$ cat config.mk
export PLATFORM = sky130hd
export DESIGN_NAME = dab_top
export DESIGN_NICKNAME = d
export VERILOG_FILES = /design/src/common/dab_pkg.sv /design/src/design/dab_bus_port.sv /design/src/design/dab_addr_calc.sv /design/src/design/dab_top.sv
export SDC_FILE = /design/constraint.sdc
export NUM_CORES = 1
export LEC_CHECK = 0
export BUFFER_PORTS_ARGS = -buffer_cell sky130_fd_sc_hd__buf_2
export CORE_AREA = 2 2 210 212
export DETAILED_ROUTE_END_ITERATION = 8
export DIE_AREA = 0 0 212 214
export PLACE_DENSITY = 0.79
export SYNTH_ARGS = -nofsm -noshare
export SYNTH_HDL_FRONTEND = slang
export SYNTH_HIERARCHICAL = 1
export SYNTH_SLANG_ARGS = --single-unit
$ cat constraint.sdc
create_clock -name clk_in -period 8.71 [get_ports clk_in]
set_input_delay 0.4355 -clock clk_in [delete_from_list [all_inputs] [get_ports clk_in]]
set_output_delay 0.4355 -clock clk_in [all_outputs]
set_load 0.02 [all_outputs]
$ cat src/common/dab_pkg.sv
// shared constants for the block address calculator
package dab_pkg;
  // ****************************************
  // register byte offsets
  // ****************************************
  localparam logic [4:0] OFS_BLOCK_CONTROL = 5'h00;
  localparam logic [4:0] OFS_BEAT_COUNT    = 5'h04;
  localparam logic [4:0] OFS_SOURCE_END    = 5'h08;
  localparam logic [4:0] OFS_DEST_END      = 5'h0c;
  localparam logic [4:0] OFS_TABLE_BASE    = 5'h10;
  localparam logic [4:0] OFS_WRITEBACK     = 5'h14;
  localparam logic [4:0] OFS_NEXT_DESC     = 5'h18;
  localparam logic [4:0] OFS_COMMAND       = 5'h1c;

  // ****************************************
  // block control field positions
  // ****************************************
  localparam int BIT_SRC_INC    = 0;
  localparam int BIT_DST_INC    = 1;
  localparam int BIT_STRIDE_SEL = 2;
  localparam int POS_BEAT_CODE  = 3;
  localparam int POS_STRIDE_EXP = 5;
  localparam int CODE_W         = 2;
  localparam int EXP_W          = 3;

  // ****************************************
  // command / status field positions
  // ****************************************
  localparam int BIT_START     = 0;
  localparam int BIT_BUSY      = 1;
  localparam int BIT_ALIGN_ERR = 2;
  localparam int POS_REMAIN    = 16;

  // pointers must sit on 64-bit boundaries
  localparam int ALIGN_BITS = 3;

  // ****************************************
  // reset values
  // ****************************************
  localparam logic [31:0] RST_WORD = 32'h0000_0000;

  typedef enum logic [0:0] {
    DAB_IDLE,
    DAB_RUN
  } dab_state_t;
endpackage

$ cat src/design/dab_bus_port.sv
// avalon-mm slave front end with one wait state
`timescale 1ns/1ps
module dab_bus_port (
  input  wire logic        clk_in,
  input  wire logic        arst_n_in,
  input  wire logic        avs_read_in,
  input  wire logic        avs_write_in,
  input  wire logic [31:0] rd_data_in,
  output logic             avs_waitrequest_out,
  output logic [31:0]      avs_readdata_out,
  output logic             wr_stb_out
);
  logic ack_q;
  logic req;

  // ****************************************
  // handshake
  // ****************************************
  // ack rises one cycle after the request, drops after
  assign req = avs_read_in | avs_write_in;
  assign avs_waitrequest_out = req & ~ack_q;
  assign wr_stb_out = ack_q & avs_write_in;

  always_ff @(posedge clk_in or negedge arst_n_in) begin
    if (!arst_n_in) begin
      ack_q <= 1'b0;
    end else begin
      ack_q <= req & ~ack_q;
    end
  end

  // read data caught with the ack, stands while acked
  always_ff @(posedge clk_in or negedge arst_n_in) begin
    if (!arst_n_in) begin
      avs_readdata_out <= dab_pkg::RST_WORD;
    end else if (avs_read_in & ~ack_q) begin
      avs_readdata_out <= rd_data_in;
    end
  end
endmodule

$ cat src/design/dab_addr_calc.sv
// one beat address from end address and remaining offset
`timescale 1ns/1ps
module dab_addr_calc #(
  parameter int CNT_W = 16
) (
  input  wire logic [31:0]               end_addr_in,
  input  wire logic [CNT_W-1:0]          offset_in,
  input  wire logic                      inc_in,
  input  wire logic [dab_pkg::CODE_W-1:0] code_in,
  input  wire logic                      stride_in,
  input  wire logic [dab_pkg::EXP_W-1:0]  exp_in,
  output logic [31:0]                    addr_out
);
  logic [31:0] bytes;
  logic [31:0] scaled;

  initial begin
    if (CNT_W < 1 || CNT_W > 24) begin
      $error("dab_addr_calc: CNT_W out of range");
    end
  end

  // ****************************************
  // distance from the end address
  // ****************************************
  // offset times (code + 1), scaled by 2^exp when strided
  assign bytes = 32'(offset_in) * (32'(code_in) + 32'h1);
  assign scaled = stride_in ? (bytes << exp_in) : bytes;
  // fixed side reads the stored word for every beat
  assign addr_out = inc_in ? (end_addr_in - scaled)
                           : end_addr_in;
endmodule

$ cat src/design/dab_top.sv
// block transfer address engine with avalon-mm registers
//
// What this block does
// - source end word is 32 bits and locates the block's source data
// - no source increment: every beat reads the stored source word
// - source increment: stored word is start plus count times scaled step
// - destination end word is 32 bits and locates where beats go
// - no destination increment: every beat writes the stored word
// - destination increment: stored word is start plus count times step
// - the calculation uses the beat count caught at block start
// - beat size code sets bytes per beat; step scales by code plus one
// - stride exponent multiplies step by 2^exp when selected
`timescale 1ns/1ps
module dab_top #(
  parameter int CNT_W = 16
) (
  input  wire logic        clk_in,
  input  wire logic        arst_n_in,
  input  wire logic [4:0]  avs_address_in,
  input  wire logic        avs_read_in,
  input  wire logic        avs_write_in,
  input  wire logic [31:0] avs_writedata_in,
  input  wire logic [3:0]  avs_byteenable_in,
  output logic [31:0]      avs_readdata_out,
  output logic             avs_waitrequest_out,
  input  wire logic        beat_ready_in,
  output logic             beat_valid_out,
  output logic [31:0]      beat_source_address_out,
  output logic [31:0]      beat_destination_address_out,
  output logic             beat_last_out,
  output logic             block_busy_out
);
  initial begin
    if (CNT_W < 1 || CNT_W > 16) begin
      $error("dab_top: CNT_W must be 1 to 16");
    end
  end

  // ****************************************
  // byte lane merge
  // ****************************************
  function automatic logic [31:0] merge(
    input logic [31:0] old_v,
    input logic [31:0] new_v,
    input logic [3:0]  be
  );
    logic [31:0] r;
    r = old_v;
    for (int i = 0; i < 4; i++) begin
      if (be[i]) begin
        r[i*8 +: 8] = new_v[i*8 +: 8];
      end
    end
    return r;
  endfunction

  // pointer low bits must be clear for 64-bit alignment
  function automatic logic misaligned(input logic [31:0] p);
    return |p[dab_pkg::ALIGN_BITS-1:0];
  endfunction

  // ****************************************
  // declarations
  // ****************************************
  logic [31:0]      block_control_q;
  logic [31:0]      beat_count_q;
  logic [31:0]      source_end_address_q;
  logic [31:0]      destination_end_address_q;
  logic [31:0]      descriptor_table_base_q;
  logic [31:0]      writeback_table_base_q;
  logic [31:0]      next_descriptor_pointer_q;
  logic [31:0]      rd_mux;
  logic             wr_stb;
  logic             start;
  logic             align_err;
  dab_pkg::dab_state_t state_q;
  dab_pkg::dab_state_t state_d;
  logic [CNT_W-1:0] remain_q;
  logic [31:0]      src_end_q;
  logic [31:0]      dst_end_q;
  logic             src_inc_q;
  logic             dst_inc_q;
  logic             stride_sel_q;
  logic [dab_pkg::CODE_W-1:0] code_q;
  logic [dab_pkg::EXP_W-1:0]  exp_q;
  logic             advance;
  logic [CNT_W-1:0] offset;
  logic [31:0]      src_addr;
  logic [31:0]      dst_addr;

  // ****************************************
  // bus slave
  // ****************************************
  dab_bus_port u_bus (
    .clk_in              (clk_in),
    .arst_n_in           (arst_n_in),
    .avs_read_in         (avs_read_in),
    .avs_write_in        (avs_write_in),
    .rd_data_in          (rd_mux),
    .avs_waitrequest_out (avs_waitrequest_out),
    .avs_readdata_out    (avs_readdata_out),
    .wr_stb_out          (wr_stb)
  );

  // start command, refused while a block runs
  assign start = wr_stb
               & (avs_address_in == dab_pkg::OFS_COMMAND)
               & avs_byteenable_in[0]
               & avs_writedata_in[dab_pkg::BIT_START]
               & (state_q == dab_pkg::DAB_IDLE);

  // ****************************************
  // register writes
  // ****************************************
  // descriptor words, byte lanes honoured
  always_ff @(posedge clk_in or negedge arst_n_in) begin
    if (!arst_n_in) begin
      block_control_q           <= dab_pkg::RST_WORD;
      beat_count_q              <= dab_pkg::RST_WORD;
      source_end_address_q      <= dab_pkg::RST_WORD;
      destination_end_address_q <= dab_pkg::RST_WORD;
    end else if (wr_stb) begin
      case (avs_address_in)
        dab_pkg::OFS_BLOCK_CONTROL: begin
          block_control_q <= merge(block_control_q,
                                   avs_writedata_in,
                                   avs_byteenable_in);
        end
        dab_pkg::OFS_BEAT_COUNT: begin
          beat_count_q <= merge(beat_count_q, avs_writedata_in,
                                avs_byteenable_in);
        end
        dab_pkg::OFS_SOURCE_END: begin
          source_end_address_q <= merge(source_end_address_q,
                                        avs_writedata_in,
                                        avs_byteenable_in);
        end
        dab_pkg::OFS_DEST_END: begin
          destination_end_address_q <=
            merge(destination_end_address_q, avs_writedata_in,
                  avs_byteenable_in);
        end
        default: begin
        end
      endcase
    end
  end

  // table pointers, stored as written
  always_ff @(posedge clk_in or negedge arst_n_in) begin
    if (!arst_n_in) begin
      descriptor_table_base_q   <= dab_pkg::RST_WORD;
      writeback_table_base_q    <= dab_pkg::RST_WORD;
      next_descriptor_pointer_q <= dab_pkg::RST_WORD;
    end else if (wr_stb) begin
      case (avs_address_in)
        dab_pkg::OFS_TABLE_BASE: begin
          descriptor_table_base_q <= merge(descriptor_table_base_q,
                                           avs_writedata_in,
                                           avs_byteenable_in);
        end
        dab_pkg::OFS_WRITEBACK: begin
          writeback_table_base_q <= merge(writeback_table_base_q,
                                          avs_writedata_in,
                                          avs_byteenable_in);
        end
        dab_pkg::OFS_NEXT_DESC: begin
          next_descriptor_pointer_q <=
            merge(next_descriptor_pointer_q, avs_writedata_in,
                  avs_byteenable_in);
        end
        default: begin
        end
      endcase
    end
  end

  // alignment fault shown, software must keep 64-bit boundaries
  assign align_err = misaligned(descriptor_table_base_q)
                   | misaligned(writeback_table_base_q)
                   | misaligned(next_descriptor_pointer_q);

  // ****************************************
  // register reads
  // ****************************************
  // unmapped offsets read zero
  always_comb begin
    rd_mux = dab_pkg::RST_WORD;
    case (avs_address_in)
      dab_pkg::OFS_BLOCK_CONTROL: rd_mux = block_control_q;
      dab_pkg::OFS_BEAT_COUNT:    rd_mux = beat_count_q;
      dab_pkg::OFS_SOURCE_END:    rd_mux = source_end_address_q;
      dab_pkg::OFS_DEST_END:      rd_mux = destination_end_address_q;
      dab_pkg::OFS_TABLE_BASE:    rd_mux = descriptor_table_base_q;
      dab_pkg::OFS_WRITEBACK:     rd_mux = writeback_table_base_q;
      dab_pkg::OFS_NEXT_DESC:     rd_mux = next_descriptor_pointer_q;
      dab_pkg::OFS_COMMAND: begin
        rd_mux[dab_pkg::BIT_BUSY]      = (state_q == dab_pkg::DAB_RUN);
        rd_mux[dab_pkg::BIT_ALIGN_ERR] = align_err;
        rd_mux[dab_pkg::POS_REMAIN +: CNT_W] = remain_q;
      end
      default: rd_mux = dab_pkg::RST_WORD;
    endcase
  end

  // ****************************************
  // block snapshot
  // ****************************************
  // setup frozen at start so later writes cannot disturb the block
  always_ff @(posedge clk_in or negedge arst_n_in) begin
    if (!arst_n_in) begin
      src_end_q    <= dab_pkg::RST_WORD;
      dst_end_q    <= dab_pkg::RST_WORD;
      src_inc_q    <= 1'b0;
      dst_inc_q    <= 1'b0;
      stride_sel_q <= 1'b0;
      code_q       <= '0;
      exp_q        <= '0;
    end else if (start) begin
      src_end_q    <= source_end_address_q;
      dst_end_q    <= destination_end_address_q;
      src_inc_q    <= block_control_q[dab_pkg::BIT_SRC_INC];
      dst_inc_q    <= block_control_q[dab_pkg::BIT_DST_INC];
      stride_sel_q <= block_control_q[dab_pkg::BIT_STRIDE_SEL];
      code_q <= block_control_q[dab_pkg::POS_BEAT_CODE +: dab_pkg::CODE_W];
      exp_q  <= block_control_q[dab_pkg::POS_STRIDE_EXP +: dab_pkg::EXP_W];
    end
  end

  // ****************************************
  // beat sequencer
  // ****************************************
  // a new beat loads when none is held or the held one is taken
  assign advance = (state_q == dab_pkg::DAB_RUN)
                 & (~beat_valid_out | beat_ready_in);
  // count left once the beat being loaded is out
  assign offset = remain_q - CNT_W'(1);

  always_comb begin
    state_d = state_q;
    case (state_q)
      dab_pkg::DAB_IDLE: begin
        if (start) begin
          state_d = dab_pkg::DAB_RUN;
        end
      end
      dab_pkg::DAB_RUN: begin
        if (advance && remain_q == '0) begin
          state_d = dab_pkg::DAB_IDLE;
        end
      end
      default: state_d = dab_pkg::DAB_IDLE;
    endcase
  end

  always_ff @(posedge clk_in or negedge arst_n_in) begin
    if (!arst_n_in) begin
      state_q <= dab_pkg::DAB_IDLE;
    end else begin
      state_q <= state_d;
    end
  end

  // initial count caught once, only decremented per beat
  always_ff @(posedge clk_in or negedge arst_n_in) begin
    if (!arst_n_in) begin
      remain_q <= '0;
    end else if (start) begin
      remain_q <= beat_count_q[CNT_W-1:0];
    end else if (advance && remain_q != '0) begin
      remain_q <= offset;
    end
  end

  // ****************************************
  // address calculators
  // ****************************************
  // beat sits remain steps below the end word, so the first beat
  // is the start address and the end word is one step past the last
  dab_addr_calc #(.CNT_W(CNT_W)) u_src (
    .end_addr_in (src_end_q),
    .offset_in   (remain_q),
    .inc_in      (src_inc_q),
    .code_in     (code_q),
    .stride_in   (stride_sel_q),
    .exp_in      (exp_q),
    .addr_out    (src_addr)
  );

  dab_addr_calc #(.CNT_W(CNT_W)) u_dst (
    .end_addr_in (dst_end_q),
    .offset_in   (remain_q),
    .inc_in      (dst_inc_q),
    .code_in     (code_q),
    .stride_in   (stride_sel_q),
    .exp_in      (exp_q),
    .addr_out    (dst_addr)
  );

  // ****************************************
  // beat outputs
  // ****************************************
  // addresses held in flops until the beat is taken
  always_ff @(posedge clk_in or negedge arst_n_in) begin
    if (!arst_n_in) begin
      beat_valid_out               <= 1'b0;
      beat_last_out                <= 1'b0;
      beat_source_address_out      <= dab_pkg::RST_WORD;
      beat_destination_address_out <= dab_pkg::RST_WORD;
    end else if (advance) begin
      beat_valid_out <= (remain_q != '0);
      beat_last_out  <= (remain_q == CNT_W'(1));
      if (remain_q != '0) begin
        beat_source_address_out      <= src_addr;
        beat_destination_address_out <= dst_addr;
      end
    end
  end

  assign block_busy_out = (state_q == dab_pkg::DAB_RUN);
endmodule

== After elaboration in Yosys (flattened, before gate mapping) ==
Index checks and enable logic that the tools add are counted.

* Register bits: 412

* Reductions and logical operators: 38
* $add $sub $neg: 4
* Shift operators: 1
* Bitwise gates (word level): 15
* $mul: 1
* Muxes and demuxes: 12
* Equal/unequal tests: 8

{| class="wikitable"
|+ Operators by type and width
! kind !! count
|-
| 16-bit case mux with 8 select lines || 1
|-
| 32-bit two-way mux || 3
|-
| 13-bit case mux with 7 select lines || 1
|-
| 3-bit AND reduction || 28
|-
| 32-bit subtractor || 2
|-
| 16-bit by 32-bit multiplier with 32-bit output || 1
|-
| 16-bit two-way mux || 2
|-
| 32-bit by 3-bit << shifter with 32-bit output || 1
|-
| 5-bit equality test, second input constant || 4
|-
| 16-bit by 1-bit equality test with 1-bit output, second input constant || 1
|-
| 16-bit zero test || 1
|-
| 2-bit case mux with 8 select lines || 1
|-
| 16-bit nonzero test || 1
|-
| 16-bit by 1-bit subtractor with 16-bit output, second input constant || 1
|-
| 5-bit by 4-bit equality test with 1-bit output, second input constant || 2
|-
| 3-bit OR reduction || 3
|-
| 1-bit bitwise AND || 8
|-
| 1-bit case mux with 7 select lines || 1
|-
| 5-bit by 3-bit equality test with 1-bit output, second input constant || 1
|-
| 5-bit zero test || 1
|-
| 1-bit bitwise OR || 4
|-
| 2-bit by 1-bit adder with 3-bit output, second input constant || 1
|-
| 1-bit inverter || 3
|-
| 1-bit logical AND || 2
|-
| other kinds (4) || 5
|}

== Depth between registers and ports, before layout ==
Gate-level depths: netlist of the first run.

* Depth in word-level cells: 7
* Mapped depth: 26
* Depth with buffers taken out: 25

== Modules after synthesis ==
Netlist of the first run, hierarchy kept.

{| class="wikitable"
|+ By module, submodules not included
! module !! area each (um^2) !! seq. area each (um^2) !! instances !! cells each
|-
| dab_top || 16066.7 || 9484.1 || 1 || 1424
|-
| dab_addr_calc at u_src || 4127.7 || 0.0 || 1 || 572
|-
| dab_addr_calc at u_dst || 3943.8 || 0.0 || 1 || 576
|-
| dab_bus_port || 1390.1 || 825.8 || 1 || 73
|}

== Least setup slack after synthesis of the first run ==
OpenSTA, ideal clock, no wires.

* Path kind: flip-flop to flip-flop
* From: reg code_q[0] in the netlist's numbering
* To: reg beat_destination_address_out[24]
* Library setup time: 0.117 ns
* Slack: 2.589 ns
* Cell stages (with the launch flop): 25
* Period minus slack after synthesis: 6.121 ns
* Buffers on the path: 1
* Data arrival time: 6.005 ns
* Cell sequence: dfrtp_1 > ha_1 > clkbuf_1 > nand2_1 > fa_1 > inv_1 > ha_1 > a2111o_1 > o21ai_2 > mux2_4 > or2_0 > mux4_2 > o22ai_1 > a21oi_1 > ha_1 > a21o_1 > a21o_1 > a2111oi_0 > o22ai_1 > nor2_1 > o311ai_0 > xor2_1 > mux2_2 > nand2_1 > nand2_1

* Cells in the longest elaborated chain, start to end: 6

{| class="wikitable"
|+ Ends and longest elaborated chain
! what !! line !! text
|-
| start, declared || dab_top.sv:84 || <nowiki>logic [dab_pkg::CODE_W-1:0] code_q;</nowiki>
|-
| start signal, assigned || dab_top.sv:225 || <nowiki>code_q <= block_control_q[dab_pkg::POS_BEAT_CODE +: dab_pkg::CODE_W];</nowiki>
|-
| 2-bit by 1-bit adder with 3-bit output * || dab_addr_calc.sv:27 || <nowiki>assign bytes = 32'(offset_in) * (32'(code_in) + 32'h1);</nowiki>
|-
| 16-bit by 32-bit multiplier with 32-bit output * || dab_addr_calc.sv:27 ||
|-
| 32-bit by 3-bit << shifter with 32-bit output || dab_addr_calc.sv:28 || <nowiki>assign scaled = stride_in ? (bytes << exp_in) : bytes;</nowiki>
|-
| 32-bit two-way mux * || dab_addr_calc.sv:28 ||
|-
| 32-bit subtractor * || dab_addr_calc.sv:30 || <nowiki>assign addr_out = inc_in ? (end_addr_in - scaled)</nowiki>
|-
| 32-bit two-way mux * || dab_addr_calc.sv:30 ||
|-
| net dst_addr[24] || dab_top.sv:89 || <nowiki>logic [31:0] dst_addr;</nowiki>
|-
| end signal, assigned || dab_top.sv:309 || <nowiki>beat_destination_address_out <= dab_pkg::RST_WORD;</nowiki>
|-
| end signal, assigned || dab_top.sv:315 || <nowiki>beat_destination_address_out <= dst_addr;</nowiki>
|-
| end, declared || dab_top.sv:29 || <nowiki>output logic [31:0] beat_destination_address_out,</nowiki>
|}

The timed path passes the listed nets; every way through them passes the cells marked *.
A chain may end at the register's enable or synchronous reset.

== Worst setup path after layout of the first run ==
Same ends and word-level chain as after synthesis.

==> results of run 1 <==
[final cells by class]
cell class                      count  area [um^2]  share of cell area [%]
Clock inverter                     26        269.0                  0.9546
Multi-Input combinational cell   2019        14350                   50.93
Tap cell                          585        732.0                   2.597
Sequential cell                   412        10310                   36.59
Timing Repair Buffer              166        895.9                   3.179
Inverter                          102        382.9                   1.359
Clock buffer                       56         1237                   4.391
[flip-flops by register name, indices dropped and copies added (netlist names), 3 cells and up]
| signal | count |
|---|---|
| block_control_q | 32 |
| exp_q | 3 |
| src_end_q | 32 |
| beat_count_q | 32 |
| beat_destination_address_out | 32 |
| destination_end_address_q | 32 |
| next_descriptor_pointer_q | 32 |
| dst_end_q | 32 |
| beat_source_address_out | 32 |
| source_end_address_q | 32 |
| remain_q | 16 |
| u_bus/avs_readdata_out | 32 |
| writeback_table_base_q | 32 |
| descriptor_table_base_q | 32 |
[synth_stat cells, types with 35 or more instances]
library cell / instances
inv_1: 98
nor2_1: 114
ha_1: 92
o21ai_0: 77
dfrtp_1: 412
nand3_1: 62
nand2_1: 608
mux2i_1: 39
xnor2_1: 43
clkbuf_1: 60
mux2_2: 263
buf_2: 35
a22oi_1: 69
a21oi_1: 109
nand2b_1: 40
[cell families (layout without fill, tap and decap cells)]
group | after synthesis | after routing | synth area share [%]
simple gates | 978 | 978 | 16.88
buf+inv | 214 | 350 | 3.583
fa+ha+maj | 124 | 124 | 7.019
mux | 342 | 342 | 15.73
compound gates | 503 | 503 | 13.88
xor+xnor | 72 | 72 | 2.529
flops | 412 | 412 | 40.39
[how the worst min path moves through the flow]
stage / slack (ns) / start / depth (start not counted) / end
after floorplan: 0.14 / arst_n_in / 0 / beat_count_q[0]
after global placement: 0.45 / beat_source_address_out[16] / 2 / beat_source_address_out[16]
after detailed placement: 0.46 / beat_destination_address_out[16] / 2 / beat_destination_address_out[16]
after CTS: 0.11 / avs_write_in / 3 / u_bus/ack_q
after global routing: 0.13 / avs_write_in / 3 / u_bus/ack_q
final: 0.13 / avs_write_in / 3 / u_bus/ack_q
[critical path, delay by kind of cell (launching register included)]
family,cells,cell delay [ns]
multiplexers,2,0.81
AO/OA/AOI/OAI,11,2.62
XOR/XNOR,2,0.36
buffers and inverters,1,0.06
adder cells (fa/ha/maj),4,1.96
AND/OR/NAND/NOR,4,0.60
flip-flops,1,0.86
[metal layers]
layer  GRT usage [%]  wire length (um)
met1           45.68             31400
met4           13.78              3078
met3           6.509              6432
met2           51.93             34670
met5               0                24
[stage by stage]
stage	utilization [%]	total power, mW
2_1_floorplan	-	2.375
3_3_place_gp	62.17	2.511
3_5_place_dp	62.17	2.533
4_1_cts	65.71	4.468
5_1_grt	65.71	4.606
6_report	65.71	4.461
[where the power goes]
group | switching (mW) | leakage (nW) | internal [mW]
registers | 0.0799 | 5.68 | 2.01
clock network | 0.840 | 0.753 | 1.11
logic | 0.242 | 7.84 | 0.181
==> qor.csv, run 1 <==
stage;metric;value;unit
clocking;clock_path_buffers;3;
floorplanning;start_util;59.53;%
layout;area_delta_synth_final;10.39;%
placed_design;dp.cells;3283;
synth;yosysWarnings;6;
job;maxCapViolCount;0;
clocking;clkTransAtPathRegs;0.06;ns
placed_design;dpl_cell_area;26660;um^2
clocking;cts_tree;yes;
worst_setup_path;cp-endpoint;beat_destination_address_out[24];
sta;finalClockSkew;0.02264;ns
clocking;cts_resized;0;
synth;seq_area_frac_synth;40.39;%
clocking;ctsHtreeMaxLevel;2;
sta;hold_viol;0;
floorplanning;die_h;214;um
drt;routedWlPerCell;22.46;um
synth;async_reset_ff_share;100.0;%
floorplanning;rows;76;
synth;synth_largest_area_cell;dfrtp_1;
synth;ys.flop_type;dfrtp_1;
synth;synth_edf_count;0;
global_route;grt.overflow.total;0;
worst_setup_path;crit_slowest_cell;dfrtp_1;
layout;mostFrequentLayoutCells;nand2_1 (608), dfrtp_1 (411), mux2_2 (263), buf_2 (144);
synth;mappedNetlistNets;2815;
sta;layout_setup_ws;1.319;ns
sta;period_share;84.86;%
drt;drc;0;
drt;drt_iter0_markers;2031;
floorplanning;core_area;42890;um^2
floorplanning;die_w;212;um
pwr;max-vdd-ir-drop;0.0001637;V
worst_setup_path;timing.rr.start;code_q[0];
global_route;grtUsageTotal;33.31;%
drt;postRouteAntennaNets;0;
drt;viasPerCell;6.367;
worst_setup_path;ff2ff_path_depth;24;
worst_setup_path;rrSetupSlack;1.32;ns
global_route;grt_pass1_wl;118.9;mm
sta;holdWs;0.1318;ns
worst_setup_path;cpPeakStageDelay;0.86;ns
drt;dr_total_vias;21430;
placed_design;gp_congestion;0.9559;
pwr;p_leak;14.27;nW
synth;yosysTopAreaCellShare;40.39;%
synth;ys_types;101;
layout;final-instance-count-excl-fill;3366;
layout;stdcell_area;28180;um^2
clocking;cts_root_buf;clkbuf_16;
layout;final_common_cell;nand2_1;
placed_design;pre_cts_ws;1.514;ns
sta;rsz0062_at_grt;no;
synth;synth_area_per_cell;9.652;um^2
drt;drtPass1Iterations;9;
worst_setup_path;cp_cell_sequence;ha_1 -> nand2_1 -> fa_1 -> inv_1 -> ha_1 -> a211oi_1 -> o211ai_1 -> a31o_2 -> a21oi_1 -> xor2_1 -> mux4_2 -> o21ai_0 -> a21oi_1 -> ha_1 -> a21o_1 -> a21o_1 -> a2111oi_0 -> o22ai_1 -> nor2_1 -> o311ai_0 -> xor2_1 -> mux2_2 -> nand2_1 -> nand2_1;
clocking;cts_setup_buffers;0;
sta;finalCriticalPeriod;7.391;ns
floorplanning;dieArea;45370;um^2
sta;setup_tns;0;ns
worst_setup_path;endpoint_kind;flip-flop;
status;outcome;complete, no violations;
worst_setup_path;start_kind;flip-flop;
synth;yosys-top-cells-area;dfrtp_1 (40%), mux2_2 (12%), nand2_1 (8.9%), ha_1 (4.5%), fa_1 (2.5%);
sta;maxSlewViolCount;0;
clocking;cts_hold_buffers;1;
layout;final_nets;2915;
sta;max_freq;0.1353;GHz
sta;tightestPinTransition;1.172;ns
min_path;hp-class;in -> reg;
sta;maxSlewHeadroom;21.74;%
layout;drive_gt1_share;21.86;%
synth;synth_cells;2645;
worst_setup_path;crit_start;code_q[0];
clocking;clock-sinks;412;
global_route;grt_pass1_vias;21200;
layout;diodes;0;
floorplanning;io_pins;146;
synth;ys_ff_latch;412;
placed_design;portBuffers;145;
global_route;antenna_found_initial;3;
sta;finalSetupViolCount;0;
worst_setup_path;crit_type;reg -> reg;
clocking;cts_inserted_buffers;44;
global_route;grt_max_degree;81;
clocking;clkLatencyLatePin;0.59;ns
drt;wirelength;75.60;mm
placed_design;hpwl;54.05;mm
worst_setup_path;cp.required;9.19;ns
worst_setup_path;r2r-end;beat_destination_address_out[24];
layout;nFillCells;3359;
worst_setup_path;cp_max_fo;35;
worst_setup_path;cp.arrival;7.87;ns
synth;syn-cell-area;25530;um^2
pwr;powerDensity;158.3;nW/um^2
No activity file was read; power rests on OpenSTA's default activity.
==> inputs of run 2 (changes only) <==
--- a/config.mk
+++ b/config.mk
@@ -6,10 +6,10 @@
 export NUM_CORES = 1
 export LEC_CHECK = 0
 export BUFFER_PORTS_ARGS = -buffer_cell sky130_fd_sc_hd__buf_2
-export CORE_AREA = 2 2 210 212
+export CORE_AREA = 2 2 217 219
 export DETAILED_ROUTE_END_ITERATION = 8
-export DIE_AREA = 0 0 212 214
-export PLACE_DENSITY = 0.79
+export DIE_AREA = 0 0 219 221
+export PLACE_DENSITY = 0.77
 export SYNTH_ARGS = -nofsm -noshare
 export SYNTH_HDL_FRONTEND = slang
 export SYNTH_HIERARCHICAL = 1
==> constraint.sdc (replaced) <==
create_clock -name clk_in -period 6.4 [get_ports clk_in]
set_input_delay 0.32 -clock clk_in [delete_from_list [all_inputs] [get_ports clk_in]]
set_output_delay 0.32 -clock clk_in [all_outputs]
set_load 0.02 [all_outputs]
==> qor.csv, run 2 (synthesized netlist as in run 1, its figures left out) <==
stage;metric;value;unit
sta;finalSetupViolCount;0;
sta;holdWs;0.01923;ns
floorplanning;core_area;46060;um^2
drt;drt_iter0_markers;2358;
clocking;clock-sinks;412;
worst_setup_path;ff2ff_path_depth;26;
clocking;clock_path_buffers;3;
floorplanning;die_w;219;um
global_route;grt_max_degree;152;
drt;drtPass1Iterations;7;
floorplanning;start_util;55.42;%
layout;ff_latch_area;10310;um^2
floorplanning;rows;79;
layout;drive_gt1_share;23.31;%
worst_setup_path;timing.rr.start;code_q[0];
clocking;ctsHtreeMaxLevel;2;
clocking;cts_tree;yes;
layout;mostFrequentLayoutCells;nand2_1 (608), dfrtp_1 (411), mux2_2 (263), buf_2 (144), a21oi_1 (107);
placed_design;hpwl;54.55;mm
worst_setup_path;cp_max_fo;6;
drt;routedWlPerCell;22.27;um
layout;area_delta_synth_final;12.11;%
global_route;grt.overflow.total;0;
worst_setup_path;r2r-end;beat_source_address_out[28];
worst_setup_path;start_kind;flip-flop;
status;outcome;complete, no violations;
placed_design;portBuffers;145;
placed_design;dpl_cell_area;26950;um^2
floorplanning;die_h;221;um
sta;max_freq;0.1622;GHz
drt;viasPerCell;6.286;
drt;postRouteAntennaNets;0;
sta;finalClockSkew;0.02261;ns
pwr;powerDensity;213.0;nW/um^2
global_route;antenna_found_initial;5;
worst_setup_path;crit_type;reg -> reg;
sta;finalCriticalPeriod;6.167;ns
sta;hold_viol;0;
drt;wirelength;76.27;mm
pwr;max-vdd-ir-drop;0.0002496;V
global_route;grt_pass1_vias;20860;
sta;period_share;96.35;%
floorplanning;dieArea;48400;um^2
pwr;p_leak;14.45;nW
pwr;p_total;6.095;mW
floorplanning;io_pins;146;
min_path;min_from;avs_read_in;
sta;maxSlewHeadroom;13.68;%
global_route;grtUsageTotal;31.17;%
min_path;worstHoldPathCells;3;
clocking;clkTransAtPathRegs;0.06;ns
worst_setup_path;rrSetupSlack;0.23;ns
job;maxCapViolCount;0;
layout;final_nets;2950;
drt;dr_total_vias;21530;
layout;multiInputGateArea;14480;um^2
clocking;clkLatencyLatePin;0.59;ns
worst_setup_path;endpoint_kind;flip-flop;
sta;tightestPinTransition;1.292;ns
drt;drc;0;
sta;setup_tns;0;ns
layout;nFillCells;3807;
min_path;hp-class;in -> reg;
min_path;whs_endpoint;u_bus/ack_q;
clocking;cts_inserted_buffers;43;
clocking;cts_root_buf;clkbuf_16;
sta;maxSlewViolCount;0;
placed_design;gp_congestion;0.9606;
sta;rsz0062_at_grt;yes;
layout;stdcell_area;28620;um^2
global_route;grt_pass1_wl;118.9;mm
worst_setup_path;cp.arrival;6.67;ns
layout;final_common_cell;nand2_1;
worst_setup_path;cp.required;6.91;ns
## run 2: cell count changes in the layout (fill, tap and decap cells not counted), sizes merged
cell / before / now
buf: 165 / 200
dlygate4sd3: 1 / 2
bufinv: 3 / 4
clkbuf: 56 / 63
diode: 0 / 4
clkinvlp: 1 / 2
clkinv: 22 / 11
inv: 102 / 101
## run 2: cell type report
type / instances / area share, %
Clock buffer: 63 / 4.411
Timing Repair Buffer: 202 / 4.127
Antenna cell: 4 / 0.03497
Tap cell: 607 / 2.654
Sequential cell: 412 / 36.03
Inverter: 102 / 1.338
Clock inverter: 16 / 0.8132
Multi-Input combinational cell: 2019 / 50.59
## run 2: what timing repair did
action / in CTS / in global routing
endpoints found under the hold margin: 131 / 0
buffers inserted: 0 / 2
hold buffers: 2 / 0
endpoints found under the setup margin: 0 / 26
resized for setup: 0 / 37
## run 2: how the worst max path moves through the flow
| stage | end | slack, ns | start | depth (start not counted) |
|---|---|---|---|---|
| after detailed placement | beat_destination_address_out[24] | 0.05 | code_q[0] | 25 |
| after CTS | beat_destination_address_out[24] | 0.007 | code_q[0] | 25 |
| after floorplan | beat_destination_address_out[24] | 0.28 | code_q[0] | 24 |
| after global routing | beat_source_address_out[28] | -0.04 | code_q[0] | 23 |
| after global placement | beat_destination_address_out[24] | 0.09 | code_q[0] | 25 |
| final | beat_source_address_out[28] | 0.23 | code_q[0] | 26 |
## run 2: worst max-delay path, stage by stage, from the launching register on
cell	delay, ns
dfrtp_1	0.44
ha_2	0.35
and2_1	0.17
fa_1	0.51
ha_1	0.16
inv_1	0.06
fa_1	0.41
nor2b_2	0.21
o31ai_2	0.12
a211o_1	0.35
and2_4	0.20
a221o_1	0.35
nand3_2	0.09
o221ai_2	0.11
o221a_2	0.29
ha_1	0.36
a21o_1	0.21
a21oi_1	0.19
o21ai_1	0.14
a22o_1	0.24
a311oi_2	0.28
buf_4	0.20
o31ai_4	0.08
a21oi_1	0.18
xor2_1	0.22
nand2_1	0.09
nand2_1	0.08
## run 2: stage by stage
step                      std cells  worst slack (ns)  util (%)
after CTS                      3419          0.007180     61.79
final                          3425            0.2335     62.13
after global placement         3338           0.09252     58.50
after global routing           3424          -0.04497     62.13
after floorplan                2645            0.2789         -
after detailed placement       3338           0.05466     58.50
## run 2: power by group
group          leakage [nW]  total, mW  internal, mW  switching (mW)
combinational          8.04      0.617         0.272           0.345
clock                 0.729       2.64          1.55            1.09
sequential             5.68       2.84          2.73           0.108
## run 2: metal layers
metal	vias to the layer above	GRT usage, %	part of all wire, %
li1	9637	-	-
met3	193	6.021	8.7
met4	2	13.12	4.3
met1	10670	43.27	42
met2	1029	47.85	45
met5	-	0	0.012
